File: config.mk
export PLATFORM = sky130hd
export DESIGN_NAME = timer01_ctrl
export DESIGN_NICKNAME = d
export VERILOG_FILES = /design/src/hdl/pin_sync_edge.v /design/src/hdl/timer01_ctrl.v
export VERILOG_INCLUDE_DIRS = /design/src /design/src/hdl
export SDC_FILE = /design/constraint.sdc
export NUM_CORES = 1
export LEC_CHECK = 0
export BUFFER_PORTS_ARGS = -buffer_cell sky130_fd_sc_hd__buf_2
export CAP_MARGIN = 0
export CORE_AREA = 5 5 100 102
export CTS_CLUSTER_DIAMETER = 50
export DETAILED_ROUTE_END_ITERATION = 7
export DIE_AREA = 0 0 105 107
export PLACE_DENSITY = 0.89
export SLEW_MARGIN = 20
export SYNTH_ARGS = -nofsm -noshare
export SYNTH_HDL_FRONTEND = slang
export SYNTH_SLANG_ARGS = --single-unit
File: constraint.sdc
create_clock -name I_CLK_SYS -period 3.4 [get_ports I_CLK_SYS]
set_clock_uncertainty 0.2 [all_clocks]
set_input_delay 0.51 -clock I_CLK_SYS [delete_from_list [all_inputs] [get_ports I_CLK_SYS]]
set_output_delay 0.51 -clock I_CLK_SYS [all_outputs]
set_load 0.01 [all_outputs]
File: src/hdl/timer01_consts.vh
`ifndef TIMER01_CONSTS_VH
`define TIMER01_CONSTS_VH
// ----------------------------------------
// Register addresses
// ----------------------------------------
`define ADDR_CONTROL 8'h88
`define ADDR_MODE 8'h89
`define ADDR_ZERO_LOW 8'h8A
`define ADDR_ONE_LOW 8'h8B
`define ADDR_ZERO_HIGH 8'h8C
`define ADDR_ONE_HIGH 8'h8D
`define ADDR_RATE 8'h8E
// ----------------------------------------
// Control register bits
// ----------------------------------------
`define CTL_TF1 7
`define CTL_TR1 6
`define CTL_TF0 5
`define CTL_TR0 4
`define CTL_IE1 3
`define CTL_IT1 2
`define CTL_IE0 1
`define CTL_IT0 0
// ----------------------------------------
// Mode register fields, per-timer nibble; rate register bits
// ----------------------------------------
`define MODE_GATE 3
`define MODE_CT 2
`define MODE_M1 1
`define MODE_M0 0
`define RATE_ONE_BIT 4
`define RATE_ZERO_BIT 3
// ----------------------------------------
// Mode encodings, reset value and prescaler divides
// ----------------------------------------
`define MODE_13BIT 2'h0
`define MODE_16BIT 2'h1
`define MODE_RELOAD 2'h2
`define MODE_SPLIT 2'h3
`define RST_BYTE 8'h00
`define SLOW_DIV 12
`define FAST_DIV 4
`endif

File: src/hdl/pin_sync_edge.v
`timescale 1ns/1ps
`default_nettype none
// Two-flop synchroniser with falling-edge pulse
module pin_sync_edge #(
    parameter WIDTH = 4
) (
    input wire i_clk,
    input wire i_rst_n,
    input wire [WIDTH-1:0] i_pin,
    output wire [WIDTH-1:0] o_level,
    output wire [WIDTH-1:0] o_fall
);
    reg [WIDTH-1:0] meta_r;
    reg [WIDTH-1:0] sync_r;
    reg [WIDTH-1:0] prev_r;
    always @(posedge i_clk or negedge i_rst_n) begin
        if (!i_rst_n) begin
            meta_r <= {WIDTH{1'b1}};
            sync_r <= {WIDTH{1'b1}};
            prev_r <= {WIDTH{1'b1}};
        end else begin
            meta_r <= i_pin;
            sync_r <= meta_r;
            prev_r <= sync_r;
        end
    end
    assign o_level = sync_r;
    assign o_fall = prev_r & ~sync_r; // [RQ22]
endmodule
`default_nettype wire

File: src/hdl/timer01_ctrl.v
// Functional notes
// [RQ1] Timers zero/one: clock timer or pin counter
// [RQ2] Sixteen-bit count as low/high byte registers
// [RQ3] Mode field: 13-bit, 16-bit, reload, split
// [RQ4] Timer one gate uses external irq pin
// [RQ5] Timer zero gate uses peripheral irq input
// [RQ6] Timer one source: clk/4, clk/12 or pin
// [RQ7] Timer zero source: clk/4, clk/12 or pin
// [RQ8] Timer one overflow sets bit 7, vector clears
// [RQ9] Timer zero overflow sets bit 5, vector clears
// [RQ10] Bits 6 and 4 are run bits
// [RQ11] Edge mode: falling edge sets bit 3
// [RQ12] Level mode: bit 3 follows pin, read-only
// [RQ13] Bit 2 selects irq-one edge or level
// [RQ14] Edge mode: falling edge sets bit 1
// [RQ15] Level mode: bit 1 follows input, read-only
// [RQ16] Bit 0 selects peripheral edge or level
// [RQ17] Mode register: timer one high nibble
// [RQ18] 13-bit wrap sets flag, pulses output
// [RQ19] 16-bit mode wraps after FFFFh
// [RQ20] Reload mode reloads low from high byte
// [RQ21] Split mode: high byte uses timer-one controls
// [RQ22] Pins synchronised, falling edges single pulses
// [RQ23] Reset clears all control bits
`include "timer01_consts.vh"
`timescale 1ns/1ps
`default_nettype none
module timer01_ctrl (
    // Clock and reset
    input wire I_CLK_SYS,
    input wire I_NRST,
    // Register port
    input wire [7:0] I_ADDR,
    input wire I_WR,
    input wire I_RD,
    input wire [7:0] I_WDATA,
    output reg [7:0] O_RDATA,
    // Interrupt vectoring acknowledges
    input wire I_ACK_TIMER_ZERO,
    input wire I_ACK_TIMER_ONE,
    input wire I_ACK_PERIPH,
    input wire I_ACK_EXT_ONE,
    // Pins
    input wire I_COUNT_INPUT_ZERO,
    input wire I_COUNT_INPUT_ONE,
    input wire I_EXTERNAL_IRQ_ONE_PIN_N,
    input wire I_PERIPH_IRQ_N,
    // Status outputs
    output reg O_TIMER_ZERO_PULSE_OUT,
    output reg O_TIMER_ONE_PULSE_OUT,
    output reg O_TIMER_ZERO_OVERFLOW_FLAG,
    output reg O_TIMER_ONE_OVERFLOW_FLAG,
    output reg O_PERIPH_IRQ_DETECT,
    output reg O_EXT_IRQ_ONE_DETECT
);
    // ----------------------------------------
    // Reset release
    // ----------------------------------------
    reg rst_meta_r;
    reg rst_n_r;
    always @(posedge I_CLK_SYS or negedge I_NRST) begin
        if (!I_NRST) begin
            rst_meta_r <= 1'b0;
            rst_n_r <= 1'b0;
        end else begin
            rst_meta_r <= 1'b1;
            rst_n_r <= rst_meta_r;
        end
    end

    // ----------------------------------------
    // Pin synchronisers
    // ----------------------------------------
    wire [3:0] pin_level;
    wire [3:0] pin_fall;
    pin_sync_edge #(.WIDTH(4)) u_sync (
        .i_clk(I_CLK_SYS),
        .i_rst_n(rst_n_r),
        .i_pin({I_PERIPH_IRQ_N, I_EXTERNAL_IRQ_ONE_PIN_N, I_COUNT_INPUT_ONE,
                I_COUNT_INPUT_ZERO}), // [RQ22]
        .o_level(pin_level),
        .o_fall(pin_fall)
    );
    wire t0_pin_fall = pin_fall[0];
    wire t1_pin_fall = pin_fall[1];
    wire ext1_level = pin_level[2];
    wire ext1_fall = pin_fall[2];
    wire periph_level = pin_level[3];
    wire periph_fall = pin_fall[3];

    // ----------------------------------------
    // Registers
    // ----------------------------------------
    reg [7:0] mode_r;
    reg [7:0] rate_r;
    reg tr1_r, tr0_r, it1_r, it0_r;
    reg tf1_r, tf0_r, ie1_edge_r, ie0_edge_r;
    reg [15:0] t0_r, t1_r;
    reg [3:0] div12_r;
    reg [1:0] div4_r;
    reg tick4_r, tick12_r;

    wire wr_ctl = I_WR && (I_ADDR == `ADDR_CONTROL);
    wire wr_mode = I_WR && (I_ADDR == `ADDR_MODE);
    wire [1:0] t0_mode = {mode_r[`MODE_M1], mode_r[`MODE_M0]}; // [RQ3] [RQ17]
    wire [1:0] t1_mode = {mode_r[4 + `MODE_M1], mode_r[4 + `MODE_M0]}; // [RQ17]
    wire t0_gate = mode_r[`MODE_GATE];
    wire t1_gate = mode_r[4 + `MODE_GATE];
    wire t0_ct = mode_r[`MODE_CT];
    wire t1_ct = mode_r[4 + `MODE_CT];

    // ----------------------------------------
    // Prescaler enables
    // ----------------------------------------
    // Free running, so a rate change takes at most one period to apply
    // Compared at integer width so the divide counts need no cast
    wire div12_last = ({28'h0000000, div12_r} == `SLOW_DIV - 1);
    wire div4_last = ({30'h00000000, div4_r} == `FAST_DIV - 1);
    always @(posedge I_CLK_SYS or negedge rst_n_r) begin
        if (!rst_n_r) begin
            div12_r <= 4'h0;
            div4_r <= 2'h0;
            tick4_r <= 1'b0;
            tick12_r <= 1'b0;
        end else begin
            div12_r <= div12_last ? 4'h0 : div12_r + 4'h1;
            div4_r <= div4_last ? 2'h0 : div4_r + 2'h1;
            tick12_r <= div12_last;
            tick4_r <= div4_last;
        end
    end
    wire t0_clk_tick = rate_r[`RATE_ZERO_BIT] ? tick4_r : tick12_r;
    wire t1_clk_tick = rate_r[`RATE_ONE_BIT] ? tick4_r : tick12_r;

    // Step sources and gating
    wire t0_step_src = t0_ct ? t0_pin_fall : t0_clk_tick; // [RQ7] [RQ1]
    wire t1_step_src = t1_ct ? t1_pin_fall : t1_clk_tick; // [RQ6] [RQ1]
    wire t0_en = tr0_r && (!t0_gate || periph_level); // [RQ5]
    wire t1_en = tr1_r && (!t1_gate || ext1_level); // [RQ4]
    wire t0_step = t0_en && t0_step_src;
    wire t1_step = (t1_mode != `MODE_SPLIT) && t1_en && t1_step_src; // [RQ21]
    // Split-mode high byte of timer zero: clock only, timer-one run bit
    wire t0h_step = (t0_mode == `MODE_SPLIT) && tr1_r && t0_clk_tick; // [RQ21]

    // ----------------------------------------
    // Counter next-state
    // ----------------------------------------
    function [16:0] next_count;
        input [1:0] mode;
        input [15:0] cnt;
        reg [12:0] c13;
        reg [16:0] c16;
        reg [8:0] c8;
        begin
            c13 = {cnt[15:8], cnt[4:0]} + 13'h0001;
            c16 = {1'b0, cnt} + 17'h00001;
            c8 = {1'b0, cnt[7:0]} + 9'h001;
            case (mode)
                `MODE_13BIT: begin
                    // Top bits of low byte are kept, software masks them
                    next_count = {(c13 == 13'h0000), c13[12:5], cnt[7:5], c13[4:0]}; // [RQ18]
                end
                `MODE_16BIT: begin
                    next_count = c16; // [RQ19]
                end
                `MODE_RELOAD: begin
                    next_count = {c8[8], cnt[15:8], c8[8] ? cnt[15:8] : c8[7:0]}; // [RQ20]
                end
                default: begin
                    next_count = {c8[8], cnt[15:8], c8[7:0]};
                end
            endcase
        end
    endfunction

    wire [16:0] t0_nxt = next_count(t0_mode, t0_r);
    wire [16:0] t1_nxt = next_count(t1_mode, t1_r);
    wire [8:0] t0h_inc = {1'b0, t0_r[15:8]} + 9'h001;
    wire t0_ovf = t0_step && t0_nxt[16];
    wire t1_ovf = t1_step && t1_nxt[16];
    wire t0h_ovf = t0h_step && t0h_inc[8];
    wire tf1_set = t1_ovf || t0h_ovf; // [RQ21]

    // ----------------------------------------
    // Count registers and byte access
    // ----------------------------------------
    always @(posedge I_CLK_SYS or negedge rst_n_r) begin
        if (!rst_n_r) begin
            t0_r <= {`RST_BYTE, `RST_BYTE};
            t1_r <= {`RST_BYTE, `RST_BYTE};
        end else begin
            if (I_WR && I_ADDR == `ADDR_ZERO_LOW) begin
                t0_r[7:0] <= I_WDATA; // [RQ2]
            end else if (t0_step) begin
                t0_r[7:0] <= t0_nxt[7:0];
            end
            if (I_WR && I_ADDR == `ADDR_ZERO_HIGH) begin
                t0_r[15:8] <= I_WDATA; // [RQ2]
            end else if (t0_mode == `MODE_SPLIT) begin
                if (t0h_step) begin
                    t0_r[15:8] <= t0h_inc[7:0];
                end
            end else if (t0_step) begin
                t0_r[15:8] <= t0_nxt[15:8];
            end
            if (I_WR && I_ADDR == `ADDR_ONE_LOW) begin
                t1_r[7:0] <= I_WDATA;
            end else if (t1_step) begin
                t1_r[7:0] <= t1_nxt[7:0];
            end
            if (I_WR && I_ADDR == `ADDR_ONE_HIGH) begin
                t1_r[15:8] <= I_WDATA;
            end else if (t1_step) begin
                t1_r[15:8] <= t1_nxt[15:8];
            end
        end
    end

    // ----------------------------------------
    // Control, mode and flags
    // ----------------------------------------
    always @(posedge I_CLK_SYS or negedge rst_n_r) begin
        if (!rst_n_r) begin
            mode_r <= `RST_BYTE; // [RQ23]
            rate_r <= `RST_BYTE;
            tr1_r <= 1'b0;
            tr0_r <= 1'b0;
            it1_r <= 1'b0;
            it0_r <= 1'b0;
            tf1_r <= 1'b0;
            tf0_r <= 1'b0;
            ie1_edge_r <= 1'b0;
            ie0_edge_r <= 1'b0;
        end else begin
            if (wr_mode) begin
                mode_r <= I_WDATA;
            end
            if (I_WR && I_ADDR == `ADDR_RATE) begin
                rate_r <= I_WDATA & 8'h18;
            end
            if (wr_ctl) begin
                tr1_r <= I_WDATA[`CTL_TR1]; // [RQ10]
                tr0_r <= I_WDATA[`CTL_TR0]; // [RQ10]
                it1_r <= I_WDATA[`CTL_IT1]; // [RQ13]
                it0_r <= I_WDATA[`CTL_IT0]; // [RQ16]
            end
            // Set wins over vector clear and software write
            if (tf1_set) begin
                tf1_r <= 1'b1; // [RQ8]
            end else if (I_ACK_TIMER_ONE) begin
                tf1_r <= 1'b0; // [RQ8]
            end else if (wr_ctl) begin
                tf1_r <= I_WDATA[`CTL_TF1];
            end
            if (t0_ovf) begin
                tf0_r <= 1'b1; // [RQ9]
            end else if (I_ACK_TIMER_ZERO) begin
                tf0_r <= 1'b0; // [RQ9]
            end else if (wr_ctl) begin
                tf0_r <= I_WDATA[`CTL_TF0];
            end
            if (!it1_r) begin
                ie1_edge_r <= 1'b0;
            end else if (ext1_fall) begin
                ie1_edge_r <= 1'b1; // [RQ11]
            end else if (I_ACK_EXT_ONE || (wr_ctl && !I_WDATA[`CTL_IE1])) begin
                ie1_edge_r <= 1'b0; // [RQ11]
            end
            if (!it0_r) begin
                ie0_edge_r <= 1'b0;
            end else if (periph_fall) begin
                ie0_edge_r <= 1'b1; // [RQ14]
            end else if (I_ACK_PERIPH || (wr_ctl && !I_WDATA[`CTL_IE0])) begin
                ie0_edge_r <= 1'b0; // [RQ14]
            end
        end
    end

    // Level mode flags follow the pins; writes do not reach them
    wire ie1_val = it1_r ? ie1_edge_r : !ext1_level; // [RQ12]
    wire ie0_val = it0_r ? ie0_edge_r : !periph_level; // [RQ15]

    // ----------------------------------------
    // Read data and outputs
    // ----------------------------------------
    reg [7:0] rdata_nxt;
    always @* begin
        case (I_ADDR)
            `ADDR_CONTROL: begin
                rdata_nxt = {tf1_r, tr1_r, tf0_r, tr0_r, ie1_val, it1_r, ie0_val, it0_r};
            end
            `ADDR_MODE: rdata_nxt = mode_r;
            `ADDR_ZERO_LOW: rdata_nxt = t0_r[7:0];
            `ADDR_ZERO_HIGH: rdata_nxt = t0_r[15:8];
            `ADDR_ONE_LOW: rdata_nxt = t1_r[7:0];
            `ADDR_ONE_HIGH: rdata_nxt = t1_r[15:8];
            `ADDR_RATE: rdata_nxt = rate_r;
            default: rdata_nxt = 8'h00;
        endcase
    end

    always @(posedge I_CLK_SYS or negedge rst_n_r) begin
        if (!rst_n_r) begin
            O_RDATA <= 8'h00;
            O_TIMER_ZERO_PULSE_OUT <= 1'b0;
            O_TIMER_ONE_PULSE_OUT <= 1'b0;
            O_TIMER_ZERO_OVERFLOW_FLAG <= 1'b0;
            O_TIMER_ONE_OVERFLOW_FLAG <= 1'b0;
            O_PERIPH_IRQ_DETECT <= 1'b0;
            O_EXT_IRQ_ONE_DETECT <= 1'b0;
        end else begin
            O_RDATA <= I_RD ? rdata_nxt : 8'h00;
            O_TIMER_ZERO_PULSE_OUT <= t0_ovf; // [RQ18]
            O_TIMER_ONE_PULSE_OUT <= tf1_set;
            O_TIMER_ZERO_OVERFLOW_FLAG <= tf0_r;
            O_TIMER_ONE_OVERFLOW_FLAG <= tf1_r;
            O_PERIPH_IRQ_DETECT <= ie0_val;
            O_EXT_IRQ_ONE_DETECT <= ie1_val;
        end
    end
endmodule
`default_nettype wire

# Word level (Yosys, flattened, before mapping)
# Index checks and enable logic that the tools add are counted.
# Widths: inputs -> output; s select.
word_totals:
  out_inout_bits: 14
  romBits: 0
  in_bits: 28
  ff_bits: 86
  ram_bits: 0
  elab_cells: 147
  latch_bits: 0
  n_memories: 0
op_classes:
  div: 0
  reduce_logical: 46
  n_eq_ne: 22
  order_cmp: 0
  add_sub_neg: 9
  multipliers: 0
  shift: 0
  muxes: 36
  bitwise_logic: 2
op_table:
  columns: ["op", "n"]
  rows:
  - ["$mux 8", 13]
  - ["$pmux 17 s3", 2]
  - ["$eq 8x8->1 const B", 7]
  - ["$pmux 8 s7", 1]
  - ["$add 16x1->17 const B", 2]
  - ["$add 8x1->9 const B", 3]
  - ["$add 13x1->13 const B", 2]
  - ["$logic_not 13->1", 2]
  - ["$logic_and 1x1->1", 19]
  - ["$mux 1", 18]
  - ["$reduce_bool 3->1", 4]
  - ["$ne 3x2->1 const B", 3]
  - ["$eq 2x2->1 const B", 4]
  - ["$ne 2x2->1 const B", 4]
  - ["$logic_not 1->1", 6]
  - ["$reduce_bool 2->1", 3]
  - ["$logic_or 1x1->1", 5]
  - ["$add 4x1->4 const B", 1]
  - ["$and 4x4->4", 1]
  - ["$eq 2x1->1 const B", 2]
  - ["$eq 4x4->1 const B", 1]
  - ["$logic_not 2->1", 2]
  - ["$mux 4", 1]
  - ["$not 4->4", 1]
  - ["other kinds (7)", 8]

# Logic depth before layout (Yosys ltp)
depth:
  depth_word: 8
  ltp_mapped: 9
  depth_no_buf: 7

# Cells and area by module
# Synthesis repeated with hierarchy kept, for this count alone.
hier_totals:
  hier_cells: 586
  hier_area_um2: 5292.6
modules_own_cells:
  columns: ["mod", "cells_per_inst", "area_per_inst_um2", "seq_area_each_um2", "instances"]
  rows:
  - ["timer01_ctrl", 570, 4922.2, 1851.8, 1]
  - ["pin_sync_edge", 16, 370.4, 315.3, 1]

# Worst setup path after synthesis
# Ideal clock, no wire load.
synth_timing:
  path_kind: "reg2reg"
  startpoint: "reg t1_r[0]"
  endpoint: "reg tf1_r"
  stages_incl_launch_ff: 8
  required_time_ns: 3.061
  period_less_slack_ns: 2.329
  arrival_ns: 1.991
  setup_slack_ns: 1.071
  path_buffers: 1
  setup_ns: 0.139
  cell_sequence: "dfrtp_1 -> ha_1 -> and4_1 -> buf_2 -> and2_1 -> a41oi_1 -> nor4_1 -> or4_1"
synth_between:
  elab_chain_len: 6
  word_cells_on_any_way: 9
  cone_classes: "3 x add/sub; 2 x mux; 4 x reduce/logical"
synth_rtl:
  columns: ["item", "line", "text"]
  rows:
  - ["from (decl)", "timer01_ctrl.v:98", "reg [15:0] t0_r, t1_r;"]
  - ["from (signal assigned)", "timer01_ctrl.v:190", "t1_r <= {`RST_BYTE, `RST_BYTE};"]
  - ["from (signal assigned)", "timer01_ctrl.v:209", "t1_r[7:0] <= t1_nxt[7:0];"]
  - ["$add 13x1->13", "timer01_ctrl.v:155", "c13 = {cnt[15:8], cnt[4:0]} + 13'h0001;"]
  - ["$logic_not 13->1", "timer01_ctrl.v:161", "next_count = {(c13 == 13'h0000), c13[12:5], cnt[7:5], c13[4:0]};"]
  - ["$pmux 17 s3 *", "timer01_ctrl.v:158", "case (mode)"]
  - ["$logic_and 1x1->1 *", "timer01_ctrl.v:180", "wire t1_ovf = t1_step && t1_nxt[16];"]
  - ["$logic_or 1x1->1 *", "timer01_ctrl.v:182", "wire tf1_set = t1_ovf || t0h_ovf;"]
  - ["$reduce_bool 3->1 (no source line) or $mux 1 (tied branches)", null, null]
  - ["to (signal assigned)", "timer01_ctrl.v:253", "tf1_r <= I_WDATA[`CTL_TF1];"]
  - ["to (decl)", "timer01_ctrl.v:97", "reg tf1_r, tf0_r, ie1_edge_r, ie0_edge_r;"]
# Mark *: on every way between the ends. The rest lies on a longest branch, timed or not.
# A chain may end at the register's enable or synchronous reset.

# Final worst setup path
layout_timing:
  startpoint: "reg t1_r[0]"
  endpoint: "reg t1_r[3]"
layout_between:
  elab_chain_len: 5
  word_cells_on_any_way: 7
  cone_classes: "3 x add/sub; 4 x mux"
layout_rtl:
  columns: ["item", "line", "text"]
  rows:
  - ["$add 8x1->9", "timer01_ctrl.v:157", "c8 = {1'b0, cnt[7:0]} + 9'h001;"]
  - ["$mux 8", "timer01_ctrl.v:167", "next_count = {c8[8], cnt[15:8], c8[8] ? cnt[15:8] : c8[7:0]};"]
  - ["$pmux 17 s3 *", "timer01_ctrl.v:158", null]
  - ["$mux 8 *", "timer01_ctrl.v:208", "end else if (t1_step) begin"]
  - ["$mux 8 *", "timer01_ctrl.v:206", "if (I_WR && I_ADDR == `ADDR_ONE_LOW) begin"]
# Mark *: on every way between the ends. The rest lies on a longest branch, timed or not. The select of a mux whose other input is x is not followed.

==> results.sh <==
export IMPL_fin_util=0.637
export IMPL_ff_latch_area_um2=2170
export IMPL_clkSlewWorstSetupHoldPaths_ns=0.10
export IMPL_dr_total_vias=4837
export IMPL_ys_flop_type="dfrtp_1"
export IMPL_arrival_ns=2.76
export IMPL_core_area_um2=9020
export IMPL_hold_path_class="in2reg"
export IMPL_gr_usage_met3=0.0542
export IMPL_peakVddDrop_mv=0.354
export IMPL_initial_core_util=0.588
export IMPL_grtUsageTotal=0.258
export IMPL_reg2reg_depth=6
export IMPL_die_x_um=105
export IMPL_async_flop_share=1.00
export IMPL_final_common_cell="dfrtp_1"
export IMPL_placementRows=35
export IMPL_min_period_ns=2.73
export IMPL_powerDensity_nw_per_um2=507
export IMPL_critPathLaunchType="flip-flop"
export IMPL_maxSlewViolCount=0
export IMPL_worstMarginPinSlew_ns=0.812
export IMPL_multi_input_area_um2=2910
export IMPL_hold_violations=0
export IMPL_tritoncts="done"
export IMPL_cp_startpoint="t1_r[0]$_DFFE_PN0P_"
export IMPL_cp_num_cells=6
export IMPL_synth_cells=580
export IMPL_setup_viol=0
export IMPL_syn_num_nets=615
export IMPL_n_antenna_cell=0
export IMPL_grt_overflow_total=0
export IMPL_dp_hpwl_um=10200
export IMPL_gr_max_usage_layer="met2"
export IMPL_maxCapViolations=0
export IMPL_p_leak_uw=0.00236
export IMPL_area_growth_pct=8.36
export IMPL_drt_total_wl_um=14500
export IMPL_crit_slowest_cell="and4b_1"
export IMPL_r2r_setup_slack_ns=0.67
export IMPL_final_cell_mix="dfrtp_1, nand2_1, nor2_1"
export IMPL_met1_usage=0.369
export IMPL_use_met2=0.381
export IMPL_grt_max_degree=85
export IMPL_crit_type="reg2reg"
export IMPL_ys_ff_latch=86
export IMPL_pin_count=42
export IMPL_ys_types=72
export IMPL_cts_max_level=3
export IMPL_synth_edf_count=0
export IMPL_drt_iter0_drc=433
export IMPL_grt_pass1_vias=4392
export IMPL_die_h_um=107
export IMPL_fillers=749
export IMPL_reg2reg_to="t1_r[3]$_DFFE_PN0P_"
export IMPL_ant_nets=0
export IMPL_yosysSeqAreaShare=0.409
export IMPL_cts_max_path_buffers=2
export IMPL_clock_sinks=86
export IMPL_r2r_start="t1_r[0]$_DFFE_PN0P_"
export IMPL_relSlewSlack=0.457
export IMPL_clock_latency_ns=0.37
export IMPL_synth_area_per_cell_um2=9.14
export IMPL_ys_warn_count=0
export IMPL_rsz0062_at_grt="false"
export IMPL_outcome="finished clean"
export IMPL_critPathBufInv=0
export IMPL_drive_above_1_share=0.208
export IMPL_syn_area_um2=5300
export IMPL_num_nets_final=631
export IMPL_cts_root_buf="clkbuf_8"
export IMPL_cp_cell_sequence="ha_1, and4_1, and4b_1, mux2_2, o22ai_1, o21ai_0"
export IMPL_path_delay_family="simple AND/OR/NAND/NOR gates"
export IMPL_cts_buffers=9
export IMPL_critPathMaxFanout=12
export IMPL_fin_crit_sh=0.804
export IMPL_gp_routability_congestion=0.968
export IMPL_portBuffers=41
export IMPL_drcViolationCount=0
export IMPL_antenna_found_initial=0
export IMPL_end_kind="flip-flop"
export IMPL_fmax_mhz=366
export IMPL_grt_pass1_wl_um=23000
export IMPL_critical_path_max_stage_delay_ns=0.53
export IMPL_fin_setup_tns_ns=0
export IMPL_dr_pass1_iters=5
export IMPL_endpoint="t1_r[3]$_DFFE_PN0P_"
export IMPL_finalPower_uw=2910
export IMPL_cp_data_required_time_ns=3.43
export IMPL_wl_per_cell_um=20.3
export IMPL_via_per_inst=6.79
export IMPL_die_area_um2=11200
## per-stage QoR
stage / setup WS (ns) / hold slack (ns) / instance area [um^2] / std cells
2_1_floorplan: 0.648 / 0.0144 / 5300 / 580
3_3_place_gp: 0.704 / 0.0947 / 5500 / 694
3_5_place_dp: 0.613 / 0.0980 / 5500 / 694
4_1_cts: 0.725 / 0.0162 / 5720 / 711
5_1_grt: 0.480 / 0.00932 / 5740 / 712
6_report: 0.667 / 0.0259 / 5740 / 712
## state kept, by name, indices dropped and copies added, names as in the netlist, 2 cells and up
register and flops:
t0_r 16, t1_r 16, O_RDATA 8, mode_r 8
div12_r 4, u_sync.meta_r 4, u_sync.o_level 4, u_sync.prev_r 4
div4_r 2, rate_r 2
## power breakdown
group,internal [uW],total [uW],switching [uW]
sequential,1100,1280,183
clock,357,779,422
combinational,345,846,501
total,1800,2910,1110
## kinds of logic after synthesis
| logic type | Yosys count | synth area share |
|---|---|---|
| adder cells (fa/ha/maj) | 7 | 0.0165 |
| buffers and inverters | 53 | 0.0420 |
| AND/OR/NAND/NOR | 220 | 0.212 |
| AO/OA/AOI/OAI | 150 | 0.186 |
| flip-flops | 86 | 0.409 |
| multiplexers | 43 | 0.101 |
| other | 1 | 0.000708 |
| XOR/XNOR | 20 | 0.0331 |
## what timing repair did
item / in CTS / in global routing
hold buffers: 1 / 0
gates resized for setup: 0 / 0
setup buffers: 0 / 0
hold endpoints to repair: 2 / 0
## cells in the mapped netlist, types with 3 or more instances
library cell / n / share of area
a211oi_1: 12 / 0.017
a21boi_0: 3 / 0.0042
a21o_1: 3 / 0.0042
a21oi_1: 37 / 0.035
a22oi_1: 6 / 0.0085
a31oi_1: 6 / 0.0071
and2_1: 5 / 0.0059
and3_1: 10 / 0.012
and4_1: 5 / 0.0083
buf_2: 13 / 0.012
clkbuf_1: 26 / 0.018
dfrtp_1: 74 / 0.35
dfstp_2: 12 / 0.059
ha_1: 7 / 0.017
inv_1: 11 / 0.0078
mux2_2: 24 / 0.051
mux2i_1: 13 / 0.025
mux4_2: 6 / 0.025
nand2_1: 59 / 0.042
nand2b_1: 7 / 0.0083
nand3_1: 22 / 0.021
nand3b_1: 3 / 0.0042
nand4_1: 10 / 0.012
nor2_1: 49 / 0.035
nor2b_1: 5 / 0.0059
nor3_1: 14 / 0.013
nor4_1: 5 / 0.0059
nor4b_1: 3 / 0.0050
o211ai_1: 3 / 0.0042
o21ai_0: 40 / 0.038
o21ai_1: 4 / 0.0038
o22ai_1: 4 / 0.0047
o31ai_1: 8 / 0.011
or3_1: 4 / 0.0047
or4_1: 3 / 0.0042
xnor2_1: 13 / 0.021
xor2_1: 7 / 0.012
## worst reg2reg max path, stage by stage (launching register included)
cell     delay [ns]
dfrtp_1        0.50
ha_1           0.29
and4_1         0.48
and4b_1        0.53
mux2_2         0.39
o22ai_1        0.11
o21ai_0        0.10
## final cells by class
class                      count  area share
inverter                      11     0.00719
clock buffer                   9      0.0216
sequential                    86       0.378
multi-input combinational    441       0.507
clock inverter                 7      0.0148
tap                          111      0.0242
timing repair buffer          47      0.0475
## how the worst min path moves through the flow
stage / startpoint / endpoint / cells past startpoint
after floorplan: I_NRST / rst_meta_r$_DFF_PN0_ / 0
after global placement: I_NRST / rst_meta_r$_DFF_PN0_ / 1
after detailed placement: I_NRST / rst_meta_r$_DFF_PN0_ / 1
after CTS: I_COUNT_INPUT_ONE / u_sync.meta_r[1]$_DFF_PN1_ / 1
after global routing: I_COUNT_INPUT_ONE / u_sync.meta_r[1]$_DFF_PN1_ / 1
final: I_COUNT_INPUT_ONE / u_sync.meta_r[1]$_DFF_PN1_ / 1
## layer usage
metal / routed length, um / part of all wire
met1: 5920 / 0.41
met2: 6390 / 0.44
met3: 1580 / 0.11
met4: 562 / 0.039
met5: 0 / 0
No activity file was read; power rests on OpenSTA's default activity.
